[src/common/riet_pkg.sv]
// Constants and types of the radio interrupt event timing block
package riet_pkg;

  // ------------------------------------------------------------
  // Clock and time conversion
  // ------------------------------------------------------------
  localparam int CLK_NS = 25;

  // Least times round up, never below one cycle
  function automatic int ns2cyc(input int ns);
    int c;
    c = (ns + CLK_NS - 1) / CLK_NS;
    return (c < 1) ? 1 : c;
  endfunction : ns2cyc

  // ------------------------------------------------------------
  // Register offsets, fields and reset values
  // ------------------------------------------------------------
  localparam logic [7:0] ADDR_CONV = 8'h08;
  localparam logic [7:0] ADDR_HOLD_LO = 8'h17;
  localparam logic [7:0] ADDR_HOLD_HI = 8'h18;
  localparam logic [7:0] ADDR_STAT0 = 8'h24;
  localparam logic [7:0] ADDR_MASK0 = 8'h28;
  localparam int CONV_SEL_BIT = 4;
  localparam logic [7:0] CONV_RST = 8'h00;
  localparam logic [15:0] HOLD_RST = 16'h0000;
  localparam logic [31:0] MASK_RST = 32'h0000_0000;

  // ------------------------------------------------------------
  // Interrupt bit positions
  // ------------------------------------------------------------
  localparam int INT_CCA = 8;
  localparam int INT_RF = 10;
  localparam int INT_TX_LEN = 13;
  localparam int INT_RX_ACC = 14;
  localparam int INT_TX_ACC = 15;
  localparam int INT_TX_DONE0 = 16;
  localparam int INT_RX_DONE0 = 18;
  localparam int INT_CRC0 = 20;
  localparam int INT_TX_REQ0 = 22;
  localparam int INT_UNLOCK = 25;
  localparam logic [31:0] INT_USED = 32'h03ff_ff00;

  // ------------------------------------------------------------
  // Timing
  // ------------------------------------------------------------
  localparam int T_CONV_18_NS = 17700;
  localparam int T_CONV_20_NS = 16000;
  localparam logic [9:0] CYC_CONV_18 = 10'(ns2cyc(T_CONV_18_NS));
  localparam logic [9:0] CYC_CONV_20 = 10'(ns2cyc(T_CONV_20_NS));
  localparam logic [16:0] CCA_SETTLE = 17'h2;
  localparam int T_TX_IDLE_NS = 122000;
  localparam int T_TX_RX_NS = 89000;
  localparam int T_RX_IDLE_NS = 136000;
  localparam int T_RX_TX_NS = 142000;
  localparam int T_OFF_TX_NS = 410000;
  localparam int T_OFF_RX_NS = 11000;
  localparam int T_FOFF_RX_NS = 10000;
  localparam int T_TX_WAKE_NS = 154000;
  localparam int T_TX_WAKE_FEC_NS = 224000;
  localparam int T_RX_PROC_NS = 5000;
  localparam int T_RX_PROC_FEC_NS = 315000;
  localparam logic [31:0] CYC_TX_RX = 32'(ns2cyc(T_TX_RX_NS));
  localparam logic [31:0] CYC_OFF_RX = 32'(ns2cyc(T_OFF_RX_NS));
  localparam logic [31:0] CYC_FOFF_RX = 32'(ns2cyc(T_FOFF_RX_NS));
  localparam logic [31:0] CYC_RX_PROC = 32'(ns2cyc(T_RX_PROC_NS));
  localparam logic [31:0] CYC_ONE = 32'h1;
  localparam logic [1:0] RATE_100 = 2'h0;
  localparam logic [1:0] RATE_50 = 2'h1;
  localparam logic [1:0] RATE_200 = 2'h2;
  localparam logic [1:0] RATE_400 = 2'h3;
  localparam logic [31:0] CYC_SYM_100 = 32'(ns2cyc(10000));
  localparam logic [31:0] CYC_SYM_50 = 32'(ns2cyc(20000));
  localparam logic [31:0] CYC_SYM_200 = 32'(ns2cyc(5000));
  localparam logic [31:0] CYC_SYM_400 = 32'(ns2cyc(2500));
  localparam logic [31:0] BYTE_BITS = 32'h8;
  localparam logic [11:0] MAX_LEN = 12'h7ff;

  // Symbol time scales with the data rate
  function automatic logic [31:0] sym_cyc(input logic [1:0] rate);
    unique case (rate)
      RATE_50: return CYC_SYM_50;
      RATE_200: return CYC_SYM_200;
      RATE_400: return CYC_SYM_400;
      default: return CYC_SYM_100;
    endcase
  endfunction : sym_cyc

  // Bit time of a frame; coded bytes count twice with error correction
  function automatic logic [31:0] frame_cyc(input logic [7:0] pre,
      input logic [11:0] body, input logic fec, input logic [1:0] rate);
    logic [31:0] nbytes;
    nbytes = {24'h0, pre} + (fec ? {19'h0, body, 1'b0} : {20'h0, body});
    return 32'(nbytes * BYTE_BITS * sym_cyc(rate));
  endfunction : frame_cyc

  // ------------------------------------------------------------
  // Types
  // ------------------------------------------------------------
  typedef enum logic [1:0] {RF_IDLE, RF_RX, RF_TX} riet_rf_t;
  typedef struct packed {
    logic [7:0] addr; logic [7:0] wdata; logic wr; logic rd;
  } riet_reg_t;
  typedef struct packed {
    logic tx_on; logic rx_on; logic off; logic force_off;
  } riet_cmd_t;
  typedef struct packed {
    logic start; logic idle_mode; logic [7:0] avg; logic busy;
  } riet_cca_t;
  typedef struct packed {
    logic start; logic [11:0] len; logic wr; logic [7:0] pre;
    logic underrun;
  } riet_tx_t;
  typedef struct packed {
    logic sfd; logic [11:0] len; logic crc_bad; logic overrun;
    logic underrun; logic [1:0] rd_done;
  } riet_rx_t;
  typedef struct packed {
    logic [7:0] conv; logic [15:0] hold; logic [31:0] flags;
    logic [31:0] mask; logic [7:0] rdata; riet_rf_t rf; riet_rf_t pend;
    logic cca_on; logic cca_idle; logic cca_busy; logic cca_res;
    logic [7:0] cca_avg; logic [16:0] cca_smp; logic [9:0] cca_div;
    logic [1:0] tx_pend; logic tx_next; logic tx_cur; logic wr_act;
    logic wr_buf; logic [11:0] wr_cnt; logic [1:0][11:0] tx_len;
    logic [1:0] rx_full; logic rx_wptr; logic rx_cur;
    logic [1:0] crc_res;
  } riet_st_t;
  typedef struct packed {
    logic busy; logic [31:0] cnt; logic done;
  } riet_tmr_t;

endpackage : riet_pkg

[src/core/riet_event_timing.sv]
// Interrupt event timing for radio sources 8 to 25 with flag registers
// Operation
// - Normal assessment ends after averaging, hold and two settling periods.
// - Idle result ends after averaging, hold and two settling periods.
// - Idle-mode busy result ends after averaging and two settling periods only.
// - Converter period is 17.7us or 16us by clock select bit.
// - Transmit-on: 122us from idle, 89us from receive.
// - Radio-off: 410us from transmit; 11us normal, 10us forced from receive.
// - Invalid transmit length written with a buffer free raises transmit length error at once.
// - Receive access error: third packet, overflow or underflow.
// - Transmit access error: third packet, overflow, underflow or empty.
// - Uncoded transmit completion: frame bit time plus 154us.
// - Coded transmit completion: body counted twice, plus 224us.
// - Receive completion: body bit time plus 5us, or doubled plus 315us.
// - Checksum error flag rises together with receive completion.
// - Request accepted flag rises once full frame is written.
// - Unlock flagged in transmit with amplifier on, receive with receiver on.
// - Masked causes stay latched and notify as soon as unmasked.
// - Symbol time is 10, 20, 5 or 2.5us by data rate.
// - Clearing assessment flag discards the assessment result.
// - Clearing a checksum flag erases that buffer's checksum result.
module riet_event_timing #(
  parameter int unsigned CYC_TX_IDLE =
    riet_pkg::ns2cyc(riet_pkg::T_TX_IDLE_NS),
  parameter int unsigned CYC_RX_IDLE =
    riet_pkg::ns2cyc(riet_pkg::T_RX_IDLE_NS),
  parameter int unsigned CYC_RX_TX = riet_pkg::ns2cyc(riet_pkg::T_RX_TX_NS),
  parameter int unsigned CYC_OFF_TX =
    riet_pkg::ns2cyc(riet_pkg::T_OFF_TX_NS),
  parameter int unsigned CYC_TX_WAKE =
    riet_pkg::ns2cyc(riet_pkg::T_TX_WAKE_NS),
  parameter int unsigned CYC_TX_WAKE_FEC =
    riet_pkg::ns2cyc(riet_pkg::T_TX_WAKE_FEC_NS),
  parameter int unsigned CYC_RX_PROC_FEC =
    riet_pkg::ns2cyc(riet_pkg::T_RX_PROC_FEC_NS)
) (
  // Clock and reset
  input wire logic CLOCK,
  input wire logic RST_B,
  // Register access from the serial host port
  input wire riet_pkg::riet_reg_t REG,
  output logic [7:0] REG_RDATA,
  // Radio commands and state
  input wire riet_pkg::riet_cmd_t CMD,
  output riet_pkg::riet_rf_t RF_STATE,
  // Modem setup
  input wire logic [1:0] DATA_RATE,
  input wire logic FEC_EN,
  // Channel assessment
  input wire riet_pkg::riet_cca_t CCA,
  output logic CCA_RESULT,
  // Packet buffers
  input wire riet_pkg::riet_tx_t TXP,
  input wire riet_pkg::riet_rx_t RXP,
  output logic [1:0] CRC_RESULT,
  // Synthesizer
  input wire logic PLL_UNLOCK,
  input wire logic PA_EN,
  input wire logic RX_EN,
  // Interrupt status
  output logic [31:0] INT_FLAGS,
  output logic INT_NOTIFY
);

  riet_pkg::riet_st_t st_ff;
  riet_pkg::riet_st_t nxt_st;
  logic [31:0] ev_v;
  logic [31:0] clr_v;
  logic rf_ld;
  logic tx_ld;
  logic rx_ld;
  logic [31:0] rf_val;
  logic [31:0] tx_val;
  logic [31:0] rx_val;
  logic rf_done;
  logic tx_done;
  logic rx_done;
  logic [9:0] conv_per;
  logic [16:0] cca_tgt;

  // ------------------------------------------------------------
  // Latency timers
  // ------------------------------------------------------------
  riet_timer u_rf_tmr (
    .clock(CLOCK),
    .rst_b(RST_B),
    .load(rf_ld),
    .load_val(rf_val),
    .done(rf_done)
  );

  riet_timer u_tx_tmr (
    .clock(CLOCK),
    .rst_b(RST_B),
    .load(tx_ld),
    .load_val(tx_val),
    .done(tx_done)
  );

  riet_timer u_rx_tmr (
    .clock(CLOCK),
    .rst_b(RST_B),
    .load(rx_ld),
    .load_val(rx_val),
    .done(rx_done)
  );

  // ------------------------------------------------------------
  // Next state
  // ------------------------------------------------------------
  always_comb begin
    logic tb;
    logic rb;
    tb = 1'b0;
    rb = 1'b0;
    nxt_st = st_ff;
    ev_v = '0;
    clr_v = '0;
    rf_ld = 1'b0;
    tx_ld = 1'b0;
    rx_ld = 1'b0;
    rf_val = riet_pkg::CYC_ONE;
    tx_val = riet_pkg::CYC_ONE;
    rx_val = riet_pkg::CYC_ONE;
    conv_per = st_ff.conv[riet_pkg::CONV_SEL_BIT] ?
      riet_pkg::CYC_CONV_20 : riet_pkg::CYC_CONV_18;
    cca_tgt = {9'h0, st_ff.cca_avg} + riet_pkg::CCA_SETTLE;
    if (!(st_ff.cca_idle && st_ff.cca_busy)) begin
      cca_tgt = 17'(cca_tgt + {1'b0, st_ff.hold});
    end

    // Register writes; status bytes clear on ones
    if (REG.wr) begin
      unique case (REG.addr)
        riet_pkg::ADDR_CONV: nxt_st.conv = REG.wdata;
        riet_pkg::ADDR_HOLD_LO: nxt_st.hold[7:0] = REG.wdata;
        riet_pkg::ADDR_HOLD_HI: nxt_st.hold[15:8] = REG.wdata;
        default: begin
          for (int b = 0; b < 4; b++) begin
            if (REG.addr == riet_pkg::ADDR_STAT0 + 8'(b)) begin
              clr_v[8*b +: 8] = REG.wdata;
            end
            if (REG.addr == riet_pkg::ADDR_MASK0 + 8'(b)) begin
              nxt_st.mask[8*b +: 8] = REG.wdata;
            end
          end
        end
      endcase
    end

    // Register reads; unmapped offsets read zero
    if (REG.rd) begin
      unique case (REG.addr)
        riet_pkg::ADDR_CONV: nxt_st.rdata = st_ff.conv;
        riet_pkg::ADDR_HOLD_LO: nxt_st.rdata = st_ff.hold[7:0];
        riet_pkg::ADDR_HOLD_HI: nxt_st.rdata = st_ff.hold[15:8];
        default: begin
          nxt_st.rdata = 8'h00;
          for (int b = 0; b < 4; b++) begin
            if (REG.addr == riet_pkg::ADDR_STAT0 + 8'(b)) begin
              nxt_st.rdata = st_ff.flags[8*b +: 8];
            end
            if (REG.addr == riet_pkg::ADDR_MASK0 + 8'(b)) begin
              nxt_st.rdata = st_ff.mask[8*b +: 8];
            end
          end
        end
      endcase
    end

    // Radio state transitions; force beats normal off beats receive
    if (CMD.force_off || CMD.off) begin
      rf_ld = 1'b1;
      nxt_st.pend = riet_pkg::RF_IDLE;
      unique case (st_ff.rf)
        riet_pkg::RF_TX: rf_val = CYC_OFF_TX;
        riet_pkg::RF_RX: rf_val = CMD.force_off ?
          riet_pkg::CYC_FOFF_RX : riet_pkg::CYC_OFF_RX;
        default: rf_val = riet_pkg::CYC_ONE;
      endcase
    end else if (CMD.rx_on) begin
      rf_ld = 1'b1;
      nxt_st.pend = riet_pkg::RF_RX;
      unique case (st_ff.rf)
        riet_pkg::RF_IDLE: rf_val = CYC_RX_IDLE;
        riet_pkg::RF_TX: rf_val = CYC_RX_TX;
        default: rf_val = riet_pkg::CYC_ONE;
      endcase
    end else if (CMD.tx_on) begin
      rf_ld = 1'b1;
      nxt_st.pend = riet_pkg::RF_TX;
      unique case (st_ff.rf)
        riet_pkg::RF_IDLE: rf_val = CYC_TX_IDLE;
        riet_pkg::RF_RX: rf_val = riet_pkg::CYC_TX_RX;
        default: rf_val = riet_pkg::CYC_ONE;
      endcase
    end
    if (rf_done) begin
      nxt_st.rf = st_ff.pend;
      ev_v[riet_pkg::INT_RF] = 1'b1;
    end

    // Channel assessment counted in converter periods
    if (CCA.start) begin
      nxt_st.cca_on = 1'b1;
      nxt_st.cca_idle = CCA.idle_mode;
      nxt_st.cca_avg = CCA.avg;
      nxt_st.cca_busy = 1'b0;
      nxt_st.cca_smp = '0;
      nxt_st.cca_div = conv_per - 10'h1;
    end else if (st_ff.cca_on) begin
      if (CCA.busy) begin
        nxt_st.cca_busy = 1'b1;
      end
      if (st_ff.cca_div == 10'h0) begin
        nxt_st.cca_div = conv_per - 10'h1;
        nxt_st.cca_smp = st_ff.cca_smp + 17'h1;
      end else begin
        nxt_st.cca_div = st_ff.cca_div - 10'h1;
      end
      if (st_ff.cca_smp >= cca_tgt) begin
        nxt_st.cca_on = 1'b0;
        nxt_st.cca_res = st_ff.cca_busy;
        ev_v[riet_pkg::INT_CCA] = 1'b1;
      end
    end

    // Transmit buffer filling; the first free buffer takes the frame
    if (TXP.start) begin
      if (&st_ff.tx_pend) begin
        ev_v[riet_pkg::INT_TX_ACC] = 1'b1;
      end else if (TXP.len == 12'h0 || TXP.len > riet_pkg::MAX_LEN) begin
        ev_v[riet_pkg::INT_TX_LEN] = 1'b1;
      end else begin
        nxt_st.wr_act = 1'b1;
        nxt_st.wr_buf = st_ff.tx_pend[0];
        nxt_st.wr_cnt = '0;
        nxt_st.tx_len[st_ff.tx_pend[0]] = TXP.len;
      end
    end else if (TXP.wr) begin
      if (!st_ff.wr_act) begin
        ev_v[riet_pkg::INT_TX_ACC] = 1'b1;
      end else begin
        nxt_st.wr_cnt = 12'(st_ff.wr_cnt + 12'h1);
        if (nxt_st.wr_cnt == st_ff.tx_len[st_ff.wr_buf]) begin
          nxt_st.wr_act = 1'b0;
          nxt_st.tx_pend[st_ff.wr_buf] = 1'b1;
          ev_v[riet_pkg::INT_TX_REQ0 + int'(st_ff.wr_buf)] = 1'b1;
        end
      end
    end

    // Transmission from buffer tx_next if pending, else from the other buffer
    if (CMD.tx_on) begin
      if (st_ff.tx_pend == 2'h0) begin
        ev_v[riet_pkg::INT_TX_ACC] = 1'b1;
      end else begin
        tb = st_ff.tx_pend[st_ff.tx_next] ? st_ff.tx_next : !st_ff.tx_next;
        nxt_st.tx_cur = tb;
        tx_ld = 1'b1;
        tx_val = riet_pkg::frame_cyc(TXP.pre, st_ff.tx_len[tb], FEC_EN,
          DATA_RATE) + (FEC_EN ? CYC_TX_WAKE_FEC : CYC_TX_WAKE);
      end
    end
    if (TXP.underrun) begin
      ev_v[riet_pkg::INT_TX_ACC] = 1'b1;
    end
    if (tx_done) begin
      ev_v[riet_pkg::INT_TX_DONE0 + int'(st_ff.tx_cur)] = 1'b1;
      nxt_st.tx_pend[st_ff.tx_cur] = 1'b0;
      nxt_st.tx_next = !st_ff.tx_cur;
    end

    // Reception into the buffers
    nxt_st.rx_full = st_ff.rx_full & ~RXP.rd_done;
    if (RXP.sfd) begin
      if (&st_ff.rx_full) begin
        ev_v[riet_pkg::INT_RX_ACC] = 1'b1;
      end else begin
        rb = st_ff.rx_full[st_ff.rx_wptr] ? !st_ff.rx_wptr : st_ff.rx_wptr;
        nxt_st.rx_cur = rb;
        rx_ld = 1'b1;
        rx_val = riet_pkg::frame_cyc(8'h00, RXP.len, FEC_EN, DATA_RATE) +
          (FEC_EN ? CYC_RX_PROC_FEC : riet_pkg::CYC_RX_PROC);
      end
    end
    if (RXP.overrun || RXP.underrun) begin
      ev_v[riet_pkg::INT_RX_ACC] = 1'b1;
    end
    if (rx_done) begin
      ev_v[riet_pkg::INT_RX_DONE0 + int'(st_ff.rx_cur)] = 1'b1;
      nxt_st.rx_full[st_ff.rx_cur] = 1'b1;
      nxt_st.rx_wptr = !st_ff.rx_cur;
      if (RXP.crc_bad) begin
        ev_v[riet_pkg::INT_CRC0 + int'(st_ff.rx_cur)] = 1'b1;
        nxt_st.crc_res[st_ff.rx_cur] = 1'b1;
      end
    end

    // Synthesizer lock loss only counts while the path is live
    if (PLL_UNLOCK && ((st_ff.rf == riet_pkg::RF_TX && PA_EN) ||
        (st_ff.rf == riet_pkg::RF_RX && RX_EN))) begin
      ev_v[riet_pkg::INT_UNLOCK] = 1'b1;
    end

    // Sticky flags; a same-cycle event beats the clear
    nxt_st.flags = ((st_ff.flags & ~clr_v) | ev_v) &
      riet_pkg::INT_USED;
    if (clr_v[riet_pkg::INT_CCA] && !ev_v[riet_pkg::INT_CCA]) begin
      nxt_st.cca_res = 1'b0;
    end
    for (int b = 0; b < 2; b++) begin
      if (clr_v[riet_pkg::INT_CRC0 + b] && !ev_v[riet_pkg::INT_CRC0 + b]) begin
        nxt_st.crc_res[b] = 1'b0;
      end
    end
  end

  always_ff @(posedge CLOCK or negedge RST_B) begin
    if (!RST_B) begin
      st_ff <= '0;
      st_ff.mask <= riet_pkg::MASK_RST;
      st_ff.conv <= riet_pkg::CONV_RST;
      st_ff.hold <= riet_pkg::HOLD_RST;
    end else begin
      st_ff <= nxt_st;
    end
  end

  // ------------------------------------------------------------
  // Outputs
  // ------------------------------------------------------------
  assign REG_RDATA = st_ff.rdata;
  assign RF_STATE = st_ff.rf;
  assign CCA_RESULT = st_ff.cca_res;
  assign CRC_RESULT = st_ff.crc_res;
  assign INT_FLAGS = st_ff.flags;
  // Mask gates only the notification, never the latched cause
  assign INT_NOTIFY = |(st_ff.flags & st_ff.mask);
endmodule : riet_event_timing

[src/core/riet_timer.sv]
// One-shot latency timer that pulses when a loaded count expires
module riet_timer (
  // Clock and reset
  input wire logic clock,
  input wire logic rst_b,
  // Control
  input wire logic load,
  input wire logic [31:0] load_val,
  // Expiry
  output logic done
);

  riet_pkg::riet_tmr_t st_ff;
  riet_pkg::riet_tmr_t nxt_st;

  // ------------------------------------------------------------
  // Count down
  // ------------------------------------------------------------
  // A new load restarts the count, so a later event supersedes
  always_comb begin
    nxt_st = st_ff;
    nxt_st.done = 1'b0;
    if (load) begin
      nxt_st.busy = 1'b1;
      nxt_st.cnt = load_val;
    end else if (st_ff.busy) begin
      if (st_ff.cnt <= riet_pkg::CYC_ONE) begin
        nxt_st.busy = 1'b0;
        nxt_st.done = 1'b1;
      end else begin
        nxt_st.cnt = st_ff.cnt - riet_pkg::CYC_ONE;
      end
    end
  end

  always_ff @(posedge clock or negedge rst_b) begin
    if (!rst_b) begin
      st_ff <= '0;
    end else begin
      st_ff <= nxt_st;
    end
  end

  assign done = st_ff.done;

endmodule : riet_timer

[config.mk]
export PLATFORM = sky130hd
export DESIGN_NAME = riet_event_timing
export DESIGN_NICKNAME = d
export VERILOG_FILES = /design/src/common/riet_pkg.sv /design/src/core/riet_event_timing.sv /design/src/core/riet_timer.sv
export SDC_FILE = /design/constraint.sdc
export NUM_CORES = 1
export LEC_CHECK = 0
export BUFFER_PORTS_ARGS = -buffer_cell sky130_fd_sc_hd__buf_2
export CORE_MARGIN = 8
export CORE_UTILIZATION = 51
export DETAILED_ROUTE_END_ITERATION = 8
export PLACE_DENSITY_LB_ADDON = 0.15
export SETUP_SLACK_MARGIN = 0.02
export SYNTH_ARGS = -nofsm -noshare
export SYNTH_HDL_FRONTEND = slang
export SYNTH_SLANG_ARGS = --single-unit
[constraint.sdc]
create_clock -name CLOCK -period 23.7 [get_ports CLOCK]
set_input_delay 4.74 -clock CLOCK [delete_from_list [all_inputs] [get_ports CLOCK]]
set_output_delay 4.74 -clock CLOCK [all_outputs]
set_load 0.02 [all_outputs]
# == Yosys cells after proc, flatten, opt, wreduce, memory -nomap -nowiden ==
# Index checks and enable logic that the tools add are counted.
# op_classes
add_sub_neg,16
n_mul,2
magnitude_cmp,24
eq_ne,23
muxes,150
n_bitwise,20
n_reduce_logical,69
# op_table
op,count
two-way mux 32 bit,13
two-way mux 26 bit,7
bitwise OR 26 bit,4
two-way mux 34 bit,3
two-way mux 33 bit,3
"<= comparator 32 x 1 -> 1 bit, second input constant",3
two-way mux 12 bit,8
"subtractor 32 x 1 -> 32 bit, second input constant",3
two-way mux 8 bit,10
two-way mux 38 bit,2
adder 32 x 14 -> 32 bit,2
"equality test 8 x 6 -> 1 bit, second input constant",8
two-way mux 1 bit,61
two-way mux 27 bit,2
two-way mux 13 bit,4
one-hot mux 13 bit (2 select lines),2
two-way mux 17 bit,2
bitwise AND 26 x 32 -> 32 bit,1
multiplier 13 x 32 -> 29 bit,1
multiplier 14 x 32 -> 29 bit,1
OR reduction 32 bit,1
two-way mux 10 bit,3
one-hot mux 10 bit (3 select lines),1
one-hot mux 15 bit (2 select lines),1
50 further kinds,158
# word_totals
register_bits,275
inputBits,82
out_inout_bits,46
word_cells,344

# == Depth between registers and ports, before layout ==
# Gate-level depths: netlist of run 1.
# logic_depth
word_depth,28
mapped_depth,39
depth_no_buf,38

# == By module ==
# Synthesis of run 1 repeated with hierarchy kept, for this count alone.
# hier_totals
cells_unflattened,3037
area_unflattened_um2,26714.4
# modules_own_cells
mod,n_inst,cells_per_inst,area_each_um2,seq_area_each_um2
riet_event_timing,1,2269,20086.8,4329.2
riet_timer (u_rf_tmr ...),2,259,2203.4,850.8
riet_timer (u_tx_tmr),1,250,2220.9,850.8

# == Worst setup path after synthesis of run 1 ==
# Ideal clock, no wire load.
# synth_path
path_kind,in2reg
from,input FEC_EN
to,register u_tx_tmr.st_ff[28] in the netlist's numbering
setup_ps,141
t_arrival_ps,12933
t_required_ps,23559
path_slack_ps,10626
path_stages,36
path_buffers,5
cell_sequence,clkbuf_1 -> buf_1 -> clkbuf_1 -> nor2_1 -> ha_1 -> inv_1 -> fa_1 -> inv_1 -> a21oi_1 -> o21ai_0 -> a21o_1 -> a21o_1 -> a31oi_1 -> nor3_1 -> xnor2_1 -> mux2i_1 -> nor2_1 -> fa_1 -> fa_1 -> inv_1 -> fa_1 -> inv_1 -> fa_1 -> fa_1 -> ha_1 -> ha_1 -> clkbuf_1 -> clkbuf_1 -> a311oi_1 -> nand3_1 -> nor4_4 -> nand4_2 -> nor4b_2 -> and3_1 -> xnor2_1 -> o221ai_1
# synth_via
elab_chain_len,7
word_cells_on_any_way,8
classes_between,add/sub (2); mul (1); mux (5)
# synth_rtl
item,line,text
"start, declared",riet_event_timing.sv:48,"input wire logic FEC_EN,"
two-way mux 13 bit,riet_pkg.sv:93,"nbytes = {24'h0, pre} + (fec ? {19'h0, body, 1'b0} : {20'h0, body});"
adder 8 x 13 -> 14 bit,riet_pkg.sv:93,
multiplier 14 x 32 -> 29 bit,riet_pkg.sv:94,return 32'(nbytes * BYTE_BITS * sym_cyc(rate));
adder 32 x 14 -> 32 bit *,riet_event_timing.sv:262,DATA_RATE) + (FEC_EN ? CYC_TX_WAKE_FEC : CYC_TX_WAKE);
two-way mux 32 bit *,riet_event_timing.sv:255,if (st_ff.tx_pend == 2'h0) begin
two-way mux 32 bit *,riet_event_timing.sv:254,if (CMD.tx_on) begin
two-way mux 33 bit *,riet_timer.sv:23,if (load) begin
"end signal, assigned",riet_timer.sv:40,st_ff <= nxt_st;
"end, declared",riet_timer.sv:13,riet_pkg::riet_tmr_t st_ff;
# Mark *: on every way between the ends. The rest lies on a longest branch, timed or not.
# A chain may end at the register's enable or synchronous reset.

# == Worst setup path after layout of run 1 ==
# Ends and elaborated chain as after synthesis.

==> impl_table.tex, run 1 <==
\begin{tabular}{lr}
\hline
Metric & Value \\
\hline
\multicolumn{2}{l}{\textbf{Status}} \\
Result of the run & finished, final reports clean \\
\multicolumn{2}{l}{\textbf{Synth}} \\
Fraction of the yosys area taken by sequential cells & 27.2\% \\
Gate Count Post-Synth & 2874 \\
Synth top area share & 27.2\% \\
Mux cell area share after synthesis & 6.50\% \\
Fraction of synthesized cell area in xor and xnor cells & 5.03\% \\
Post-synth ARST share & 100\% \\
Simple-gate area share of the yosys netlist & 18.5\% \\
Number of unique standard cell types used by synthesis & 92 \\
Fraction of the mapped netlist area in compound gates & 13.8\% \\
Ranking of synthesized cells by area & dfrtp\_1, fa\_1, ha\_1, mux2\_2, nor2\_1 \\
Largest area contributor in the synthesized netlist & dfrtp\_1 \\
Most used standard cell by instance count after synthesis & nor2\_1 \\
Flip-flop and latch count after synthesis & 275 \\
Number of flops mapped to enable cells by yosys & 0 \\
Most used flip-flop cell after synthesis & dfrtp\_1 \\
Post-synth design cell area & 25300 um\^{}2 \\
Largest family of logic cells by synthesized area & adder cells \\
Yosys synthesis warning count & 0 \\
Synth Area in Adders & 22.3\% \\
Commonest cells in the netlist & nor2\_1, nand2\_1, dfrtp\_1, inv\_1, ha\_1 \\
Synth Area per Inst & 8.79 um\^{}2 \\
\multicolumn{2}{l}{\textbf{Global routing}} \\
Vias in the first global route & 20770 \\
Wire length of the first global-routing pass & 106 mm \\
Overall global routing resource usage & 22.2\% \\
Total gr overflow & 0 \\
Maximum number of pins on one net before global-route repair & 150 \\
Number of antenna violations at the first check in global routing & 5 \\
\multicolumn{2}{l}{\textbf{Timing}} \\
Worst slew margin & 16.0\% \\
Final worst clock skew & 12.4 ps \\
Number of failing hold endpoints at the final stage & 0 \\
Crit path setup slack, layout & 9890 ps \\
Slew of the pin with the lowest slew margin & 1250 ps \\
Tmin final & 13810 ps \\
Crit share post-route & 58.3\% \\
Total negative setup slack & 0 ps \\
Final Slew Violations & 0 \\
Setup violation total in the final timing report & 0 \\
Unrepaired setup endpoints after global routing & false \\
Peak clock frequency supported by timing & 0.0724 GHz \\
\multicolumn{2}{l}{\textbf{Setup path}} \\
Arrival time reported for the critical path endpoint & 14210 ps \\
Element type at the critical path start & input port \\
CP max-delay cell & ha\_1 \\
Type of element capturing the critical path & flop \\
Max Fanout on Critical Path & 42 \\
Crit path largest cell delay & 640 ps \\
Number of buffer and inverter stages on the critical path & 7 \\
CP Data Required Time & 24100 ps \\
Crit path kind & input port to flop \\
Largest delay share family, worst path & adder cells \\
Number of cells on the worst reg-to-reg path & 36 \\
Most Frequent Cell on Critical Path & fa\_1 \\
Crit path depth & 35 \\
\multicolumn{2}{l}{\textbf{Place}} \\
Placed Area & 26200 um\^{}2 \\
Placed Cells & 3538 \\
Sum of net half-perimeters after detailed placement & 48.7 mm \\
Worst setup slack after placement & 9360 ps \\
Port Buf Inserts & 113 \\
Weighted congestion reported at the end of routability-driven placement & 0.929 \\
\multicolumn{2}{l}{\textbf{Clock tree}} \\
Number of cells upsized or downsized after cts & 0 \\
Number of H-tree levels & 1 \\
Num CTS Buffers & 28 \\
Later-pin clock latency in the skew report & 550 ps \\
TritonCTS clock tree & built \\
Clock transition time at the flip-flop clock pins of the worst setup and hold paths & 60 ps \\
Hold\_buf cts & 0 \\
Number of buffers on the longest clock path & 3 \\
Sink Count & 275 \\
Setup Buffers After CTS & 0 \\
Clock root buffer & clkbuf\_16 \\
\multicolumn{2}{l}{\textbf{Final layout}} \\
Non-Filler Instances & 3595 \\
Nets & 3352 \\
Post-route cell area & 27200 um\^{}2 \\
Number of filler cells placed in the layout & 4541 \\
Post-layout utilization of the core & 55.6\% \\
Share of post-route cells with drive strength above 1 & 11.3\% \\
Area Overhead vs Synth & 7.72\% \\
\multicolumn{2}{l}{\textbf{Detailed routing}} \\
Total vias in the final route & 20844 \\
Pre-Repair DR Iteration Count & 5 \\
Aggregate routed wire length & 63.5 mm \\
Number of vias per cell & 5.80 \\
Remaining design rule violation count & 0 \\
Iteration-0 DRC Markers & 1521 \\
Count of nets left with antenna violations after detail routing & 0 \\
Final routed wire length divided by cell count & 17.7 um \\
\multicolumn{2}{l}{\textbf{Job}} \\
\# Max-Cap Violations & 0 \\
\multicolumn{2}{l}{\textbf{Floorplan}} \\
Die width & 239 um \\
Placement row count & 81 \\
Area of the die & 56900 um\^{}2 \\
Number of top-level pins & 128 \\
Core Footprint & 49000 um\^{}2 \\
Y dimension of the die & 239 um \\
Effective utilization at floorplan & 51.6\% \\
\multicolumn{2}{l}{\textbf{Min path}} \\
Worst min path class & flop to flop \\
Hold depth & 2 \\
\multicolumn{2}{l}{\textbf{Power and ir drop}} \\
Peak supply drop & 0.239 mV \\
Reported leakage power & 13.2 nW \\
Ratio of total power to cell area & 114 nW/um\^{}2 \\
\hline
\end{tabular}
## per-layer routing
layer / up-vias / track usage, % / share of wire [%]
li1: 9945 / - / -
met1: 10244 / 31.4 / 47
met2: 586 / 35.8 / 45
met3: 67 / 2.89 / 6.0
met4: 2 / 5.17 / 2.0
met5: - / 0 / 0.017
## worst paths after layout
check	end	startpoint	slack, ps
max	u_tx_tmr.st_ff[28]	FEC_EN	9890
min	RF_STATE[0]	st_ff[87]	480
max reg2reg	u_tx_tmr.st_ff[28]	st_ff[47]	14020
min reg2reg	RF_STATE[0]	st_ff[87]	480
max in group asynchronous	u_rf_tmr.st_ff[23]	RST_B	18000
min in group asynchronous	st_ff[76]	RST_B	4290
## per-stage QoR
| stage | hold WS (ps) | power, mW |
|---|---|---|
| 2_1_floorplan | 447 | 2.10 |
| 3_3_place_gp | 469 | 2.56 |
| 3_5_place_dp | 475 | 2.58 |
| 4_1_cts | 489 | 3.11 |
| 5_1_grt | 498 | 3.40 |
| 6_report | 483 | 3.11 |
## registers in the layout, indices dropped and copies added (netlist names), named ones only
name	flops
st_ff	118
u_rf_tmr.st_ff	33
u_rx_tmr.st_ff	33
u_tx_tmr.st_ff	33
INT_FLAGS	18
REG_RDATA	8
CRC_RESULT	2
RF_STATE	2
CCA_RESULT	1
u_rf_tmr.done	1
u_rx_tmr.done	1
u_tx_tmr.done	1
## area by class of cell
class	count	area, um^2	share of cell area [%]
Antenna cell	6	15.0	0.0552
Clock buffer	33	761	2.79
Clock inverter	18	287	1.05
Inverter	249	937	3.44
Multi-Input combinational cell	2218	16800	61.6
Sequential cell	275	6880	25.3
Tap cell	664	831	3.05
Timing Repair Buffer	132	731	2.68
## cells by family (layout without fill, tap and decap cells)
logic type | after synthesis | after routing
AOI/OAI and AO/OA | 554 | 554
other | 1 | 20
buffers and inverters | 394 | 432
muxes | 151 | 151
DFF | 275 | 275
and+or+nand+nor | 988 | 988
adders and majority gates | 366 | 366
xor gates and xnor gates | 145 | 145
## layout by cell type (no fill, tap or decap), types with 33 or more instances in the layout
| master | count |
|---|---|
| and3_1 | 33 |
| nand2_1 | 281 |
| inv_1 | 248 |
| nor2_1 | 303 |
| o21ai_0 | 178 |
| nor3_1 | 73 |
| dfrtp_1 | 275 |
| mux2i_1 | 48 |
| mux2_2 | 102 |
| ha_1 | 225 |
| fa_1 | 141 |
| xor2_1 | 73 |
| buf_2 | 112 |
| and2_1 | 37 |
| nand3_1 | 78 |
| a21oi_1 | 129 |
| xnor2_1 | 72 |
## worst min-delay path, delay by kind of cell (launching register included)
family / cells / cell delay [ps]
AND/OR/NAND/NOR: 1 / 50
flip-flops: 1 / 340
AO/OA/AOI/OAI: 1 / 60
## where the power goes
part / total [mW] / switching (mW) / internal [mW]
combinational: 2.03 / 1.26 / 0.761
sequential: 0.583 / 0.0589 / 0.524
clock: 0.499 / 0.193 / 0.307
Power figures use the tool's default switching activity.
==> run 2: changes to the inputs <==
Clock period 23.7 ns to 12 ns, I/O delays scaled along.
==> run 2 against run 1 <==
Global-route usage rose by 0.15 points. Routed wire length rose by 0.83%. Highest routed layer unchanged. Critical path depth did not move. Cell count rose by 0.19%. Sequential power rose by 97%.
==> impl_table.tex, run 2 (synthesis results as in run 1) <==
\begin{tabular}{lr}
\hline
Metric & Value \\
\hline
\multicolumn{2}{l}{\textbf{Status}} \\
Result of the run & finished, final reports clean (unchanged) \\
\multicolumn{2}{l}{\textbf{Detailed routing}} \\
Final routed wire length divided by cell count & 17.8 um (was 17.7 um) \\
Count of nets left with antenna violations after detail routing & 0 (unchanged) \\
Remaining design rule violation count & 0 (unchanged) \\
Total vias in the final route & 20790 (was 20844) \\
Iteration-0 DRC Markers & 1421 (was 1521) \\
Pre-Repair DR Iteration Count & 6 (was 5) \\
Aggregate routed wire length & 64.0 mm (was 63.5 mm) \\
Number of vias per cell & 5.77 (was 5.80) \\
\multicolumn{2}{l}{\textbf{Setup path}} \\
Largest delay share family, worst path & adder cells (unchanged) \\
Number of buffer and inverter stages on the critical path & 6 (was 7) \\
Type of element capturing the critical path & flop (unchanged) \\
Max Fanout on Critical Path & 17 (was 42) \\
Register-to-register path setup slack & 2220 ps (was 14020 ps) \\
CP max-delay cell & ha\_1 (unchanged) \\
Critical R2R Capture & u\_tx\_tmr.st\_ff[28] (unchanged) \\
Element type at the critical path start & input port (unchanged) \\
Number of cells on the worst reg-to-reg path & 37 (was 36) \\
Reg2reg start & st\_ff[47] (unchanged) \\
CP Data Required Time & 12420 ps (was 24100 ps) \\
Arrival time reported for the critical path endpoint & 11110 ps (was 14210 ps) \\
Crit path kind & input port to flop (unchanged) \\
Most Frequent Cell on Critical Path & fa\_1 (unchanged) \\
Crit path largest cell delay & 620 ps (was 640 ps) \\
\multicolumn{2}{l}{\textbf{Clock tree}} \\
Number of cells upsized or downsized after cts & 0 (unchanged) \\
TritonCTS clock tree & built (unchanged) \\
Later-pin clock latency in the skew report & 560 ps (was 550 ps) \\
Number of H-tree levels & 1 (unchanged) \\
Number of buffers on the longest clock path & 3 (unchanged) \\
Clock root buffer & clkbuf\_16 (unchanged) \\
Clock transition time at the flip-flop clock pins of the worst setup and hold paths & 60 ps (about the same) \\
Sink Count & 275 (unchanged) \\
Num CTS Buffers & 29 (was 28) \\
Hold\_buf cts & 0 (unchanged) \\
Setup Buffers After CTS & 0 (unchanged) \\
\multicolumn{2}{l}{\textbf{Global routing}} \\
Number of antenna violations at the first check in global routing & 8 (was 5) \\
Wire length of the first global-routing pass & 107 mm (was 106 mm) \\
Maximum number of pins on one net before global-route repair & 128 (was 150) \\
Overall global routing resource usage & 22.3\% (was 22.2\%) \\
Vias in the first global route & 20745 (was 20770) \\
Total gr overflow & 0 (unchanged) \\
\multicolumn{2}{l}{\textbf{Min path}} \\
Worst min path class & flop to flop (unchanged) \\
Hold depth & 2 (unchanged) \\
Worst Min Path Start & st\_ff[87] (unchanged) \\
Worst hold endpoint & RF\_STATE[0] (unchanged) \\
\multicolumn{2}{l}{\textbf{Final layout}} \\
Area Overhead vs Synth & 7.30\% (was 7.72\%) \\
Share of post-route cells with drive strength above 1 & 11.3\% (about the same) \\
Largest register by flop count & st\_ff (unchanged) \\
Non-Filler Instances & 3602 (was 3595) \\
Post-route cell area & 27100 um\^{}2 (was 27200 um\^{}2) \\
Nets & 3357 (was 3352) \\
Commonest non-fill, non-tap cell in the layout & nor2\_1 (unchanged) \\
Post-layout utilization of the core & 55.4\% (was 55.6\%) \\
Highest-count cells in the layout ignoring fill and taps & nor2\_1, nand2\_1, dfrtp\_1 (unchanged) \\
Largest register FFs & 118 (unchanged) \\
\multicolumn{2}{l}{\textbf{Timing}} \\
Final worst clock skew & 15.4 ps (was 12.4 ps) \\
Number of failing hold endpoints at the final stage & 0 (unchanged) \\
Tmin final & 10690 ps \\
Slew of the pin with the lowest slew margin & 1350 ps (was 1250 ps) \\
Peak clock frequency supported by timing & 0.0935 GHz \\
Final Slew Violations & 0 (unchanged) \\
Crit share post-route & 89.1\% \\
Worst hold slack after final layout & 478 ps (was 483 ps) \\
Setup violation total in the final timing report & 0 (unchanged) \\
Worst slew margin & 9.50\% (was 16.0\%) \\
Crit path setup slack, layout & 1310 ps (was 9890 ps) \\
Unrepaired setup endpoints after global routing & false (unchanged) \\
Total negative setup slack & 0 ps (unchanged) \\
\multicolumn{2}{l}{\textbf{Place}} \\
Placed Area & 26200 um\^{}2 (about the same) \\
Placed Cells & 3542 (was 3538) \\
Worst setup slack after placement & 798 ps (was 9360 ps) \\
Port Buf Inserts & 113 (unchanged) \\
Weighted congestion reported at the end of routability-driven placement & 0.913 (was 0.929) \\
Sum of net half-perimeters after detailed placement & 49.3 mm (was 48.7 mm) \\
\multicolumn{2}{l}{\textbf{Power and ir drop}} \\
Peak supply drop & 0.441 mV (was 0.239 mV) \\
Ratio of total power to cell area & 225 nW/um\^{}2 (was 114 nW/um\^{}2) \\
Internal power consumption & 3.09 mW (was 1.59 mW) \\
P\_sw & 3.01 mW (was 1.52 mW) \\
Sequential fraction of design power & 18.9\% (was 18.8\%) \\
Sw Share & 49.4\% (was 48.8\%) \\
Pwr Total & 6.10 mW (was 3.11 mW) \\
Clk network pwr share & 14.4\% (was 16.1\%) \\
Reported leakage power & 13.2 nW (about the same) \\
Combinational group share of total power & 66.7\% (was 65.2\%) \\
\multicolumn{2}{l}{\textbf{Floorplan}} \\
Die width & 239 um (unchanged) \\
Area of the die & 56900 um\^{}2 (unchanged) \\
Effective utilization at floorplan & 51.6\% (unchanged) \\
Number of top-level pins & 128 (unchanged) \\
Core Footprint & 49000 um\^{}2 (unchanged) \\
Placement row count & 81 (unchanged) \\
Y dimension of the die & 239 um (unchanged) \\
\multicolumn{2}{l}{\textbf{Job}} \\
\# Max-Cap Violations & 0 (unchanged) \\
\hline
\end{tabular}
==> run 2: cell count changes in the layout (fill, tap and decap cells not counted), sizes merged <==
cell,change
diode,+3
clkinv,+2
bufinv,-6
clkinvlp,-4
buf,+4
clkbuf,+10
inv,-2
==> run 2: final cells by class <==
cell class	count	area [um^2]
Antenna cell	9	22.5
Clock buffer	43	848
Clock inverter	8	68.8
Fill cell	4563	21800
Inverter	249	937
Multi-Input combinational cell	2218	16800
Sequential cell	275	6880
Tap cell	664	831
Timing Repair Buffer	136	748
==> run 2: worst max path at each step <==
stage,from,endpoint,cells after the start
finish,FEC_EN,u_tx_tmr.st_ff[28],35
detailed placement,FEC_EN,u_tx_tmr.st_ff[28],33
floorplan,FEC_EN,u_tx_tmr.st_ff[28],36
CTS,FEC_EN,u_tx_tmr.st_ff[28],35
global placement,FEC_EN,u_tx_tmr.st_ff[28],32
global route,FEC_EN,u_tx_tmr.st_ff[28],35
==> run 2: layer usage <==
layer / track usage (%) / wire (um)
met1: 31.6 / 30000
met2: 35.8 / 29000
met3: 3.43 / 4200
met4: 4.65 / 875
met5: 0 / 12
==> run 2: power by group through the flow <==
stage	registers [mW]	clock network, mW	logic, mW
floorplan	1.13	0	3.03
finish	1.15	0.879	4.07
global route	1.17	0.937	4.59
CTS	1.15	0.897	4.07
global placement	1.16	0	3.97
detailed placement	1.17	0	4.04
==> run 2: worst reg2reg max path: cells and delay by family, from the launching register on <==
family                     cells  cell delay [ps]
DFF                            1              440
xor gates and xnor gates       3              660
adders and majority gates      9             3830
buffers and inverters          6              600
and+or+nand+nor                9             1720
AOI/OAI and AO/OA              7             1290
muxes                          3             1090
==> run 3: changes to the inputs <==
Settings changed: PLACE_DENSITY_LB_ADDON 0.15 to 0.2.
Clock period 12 ns to 8.56 ns, I/O delays scaled along.
==> run 3 against run 2 <==
Register-to-register slack got worse by 2000 ps. Hold slack is essentially flat. Sequential cell count is the same. Critical path type unchanged.
==> impl_table.tex, run 3 (synthesis results as in run 1) <==
\begin{tabular}{lr}
\hline
Metric & Value \\
\hline
\multicolumn{2}{l}{\textbf{Setup path}} \\
Most Frequent Cell on Critical Path & fa\_1 (unchanged) \\
Element type at the critical path start & input port (unchanged) \\
Register-to-register path setup slack & 230 ps (was 2220 ps) \\
Arrival time reported for the critical path endpoint & 8930 ps (was 11110 ps) \\
Number of cells on the worst reg-to-reg path & 33 (was 37) \\
Crit path kind & input port to flop (unchanged) \\
Critical R2R Capture & u\_tx\_tmr.st\_ff[28] (unchanged) \\
Crit path largest cell delay & 560 ps (was 620 ps) \\
CP max-delay cell & fa\_1 (was ha\_1) \\
Type of element capturing the critical path & flop (unchanged) \\
Reg2reg start & st\_ff[45] (was st\_ff[47]) \\
CP Data Required Time & 8970 ps (was 12420 ps) \\
First element of the critical path & FEC\_EN (unchanged) \\
Max Fanout on Critical Path & 7 (was 17) \\
\multicolumn{2}{l}{\textbf{Clock tree}} \\
Clock transition time at the flip-flop clock pins of the worst setup and hold paths & 60 ps (about the same) \\
TritonCTS clock tree & built (unchanged) \\
Clock root buffer & clkbuf\_16 (unchanged) \\
Number of H-tree levels & 1 (unchanged) \\
Later-pin clock latency in the skew report & 550 ps (was 560 ps) \\
Hold\_buf cts & 0 (unchanged) \\
Number of buffers on the longest clock path & 3 (unchanged) \\
Num CTS Buffers & 28 (was 29) \\
Sink Count & 275 (unchanged) \\
\multicolumn{2}{l}{\textbf{Floorplan}} \\
Effective utilization at floorplan & 51.6\% (unchanged) \\
Die width & 239 um (unchanged) \\
Y dimension of the die & 239 um (unchanged) \\
Number of top-level pins & 128 (unchanged) \\
Placement row count & 81 (unchanged) \\
Area of the die & 56900 um\^{}2 (unchanged) \\
Core Footprint & 49000 um\^{}2 (unchanged) \\
\multicolumn{2}{l}{\textbf{Min path}} \\
Worst Min Path Start & u\_rf\_tmr.st\_ff[31] (was st\_ff[87]) \\
Worst min path class & flop to flop (unchanged) \\
Worst hold endpoint & u\_rf\_tmr.st\_ff[31] (was RF\_STATE[0]) \\
Hold depth & 1 (was 2) \\
\multicolumn{2}{l}{\textbf{Detailed routing}} \\
Number of vias per cell & 5.69 (was 5.77) \\
Final routed wire length divided by cell count & 17.5 um (was 17.8 um) \\
Count of nets left with antenna violations after detail routing & 0 (unchanged) \\
Iteration-0 DRC Markers & 1400 (was 1421) \\
Pre-Repair DR Iteration Count & 5 (was 6) \\
Aggregate routed wire length & 65.6 mm (was 64.0 mm) \\
Remaining design rule violation count & 0 (unchanged) \\
Total vias in the final route & 21337 (was 20790) \\
\multicolumn{2}{l}{\textbf{Final layout}} \\
Largest register FFs & 118 (unchanged) \\
Highest-count cells in the layout ignoring fill and taps & nor2\_1, nand2\_1, dfrtp\_1 (unchanged) \\
Nets & 3510 (was 3357) \\
Share of post-route cells with drive strength above 1 & 18.3\% (was 11.3\%) \\
Area Overhead vs Synth & 14.0\% (was 7.30\%) \\
Largest register by flop count & st\_ff (unchanged) \\
Post-layout utilization of the core & 58.9\% (was 55.4\%) \\
Commonest non-fill, non-tap cell in the layout & nor2\_1 (unchanged) \\
\multicolumn{2}{l}{\textbf{Timing}} \\
Tmin final & 8530 ps \\
Number of failing hold endpoints at the final stage & 0 (unchanged) \\
Final worst clock skew & 13.0 ps (was 15.4 ps) \\
Peak clock frequency supported by timing & 0.117 GHz \\
Unrepaired setup endpoints after global routing & true (was false) \\
Crit share post-route & 99.6\% \\
Total negative setup slack & 0 ps (unchanged) \\
Worst slew margin & 11.2\% (was 9.50\%) \\
Final Slew Violations & 0 (unchanged) \\
Slew of the pin with the lowest slew margin & 1320 ps (was 1350 ps) \\
Setup violation total in the final timing report & 0 (unchanged) \\
Worst hold slack after final layout & 478 ps (about the same) \\
\multicolumn{2}{l}{\textbf{Global routing}} \\
Maximum number of pins on one net before global-route repair & 122 (was 128) \\
Number of antenna violations at the first check in global routing & 9 (was 8) \\
Total gr overflow & 0 (unchanged) \\
Overall global routing resource usage & 22.6\% (was 22.3\%) \\
Wire length of the first global-routing pass & 108 mm (was 107 mm) \\
Vias in the first global route & 21068 (was 20745) \\
\multicolumn{2}{l}{\textbf{Status}} \\
Result of the run & finished, final reports clean (unchanged) \\
\multicolumn{2}{l}{\textbf{Place}} \\
Sum of net half-perimeters after detailed placement & 50.5 mm (was 49.3 mm) \\
Weighted congestion reported at the end of routability-driven placement & 0.944 (was 0.913) \\
Port Buf Inserts & 113 (unchanged) \\
\multicolumn{2}{l}{\textbf{Power and ir drop}} \\
Ratio of total power to cell area & 376 nW/um\^{}2 (was 225 nW/um\^{}2) \\
Reported leakage power & 14.0 nW (was 13.2 nW) \\
Peak supply drop & 1.10 mV (was 0.441 mV) \\
\multicolumn{2}{l}{\textbf{Job}} \\
\# Max-Cap Violations & 0 (unchanged) \\
\hline
\end{tabular}
[run 3: report_power, final]
group          total (mW)  internal (mW)  switching, mW
Clock                1.20          0.701          0.502
Sequential           1.62           1.45          0.164
Combinational        8.03           3.80           4.23
[run 3: cell type report]
type                            count  area (um^2)
Antenna cell                        5         12.5
Clock buffer                       40          797
Clock inverter                      7         85.1
Fill cell                        4372        20100
Inverter                          249          937
Multi-Input combinational cell   2218        17300
Sequential cell                   275         6880
Tap cell                          664          831
Timing Repair Buffer              290         1960
[run 3: worst max path at each step]
stage	to	slack (ps)	cells past startpoint
finish	u_tx_tmr.st_ff[28]	30	37
global route	u_tx_tmr.st_ff[28]	-300	37
CTS	u_tx_tmr.st_ff[28]	20	36
detailed placement	u_tx_tmr.st_ff[28]	-810	33
global placement	u_tx_tmr.st_ff[28]	-700	32
floorplan	u_tx_tmr.st_ff[28]	-470	36
[run 3: per-layer routing]
layer	up-vias	wire, um	part of all wire [%]	global-route usage, %
met5	-	35	0.053	0
met4	6	1370	2.1	5.62
met1	10365	29700	45	31.4
met2	632	30200	46	36.7
met3	91	4350	6.6	3.49
li1	10243	-	-	-
[run 3: through the flow]
stage	cell area (um^2)	setup WS (ps)	cells	power, mW
floorplan	25500	-473	2887	6.02
global placement	27300	-696	3680	8.47
detailed placement	27300	-806	3680	8.58
CTS	28400	20.8	3733	10.2
global route	28800	-296	3747	11.7
finish	28800	35.0	3748	10.8
[run 3: worst max-delay path: cells and delay by family]
kind / cells / cell delay [ps]
compound gates: 7 / 930
xor+xnor: 3 / 440
fa+ha+maj: 9 / 3620
buf+inv: 8 / 690
mux: 1 / 190
simple gates: 9 / 1340
[run 3: repair_timing]
action / CTS / global route
gates resized for setup: 22 / 75
buffers inserted: 6 / 11
endpoints found under the setup margin: 9 / 13
pin swaps: 17 / 66
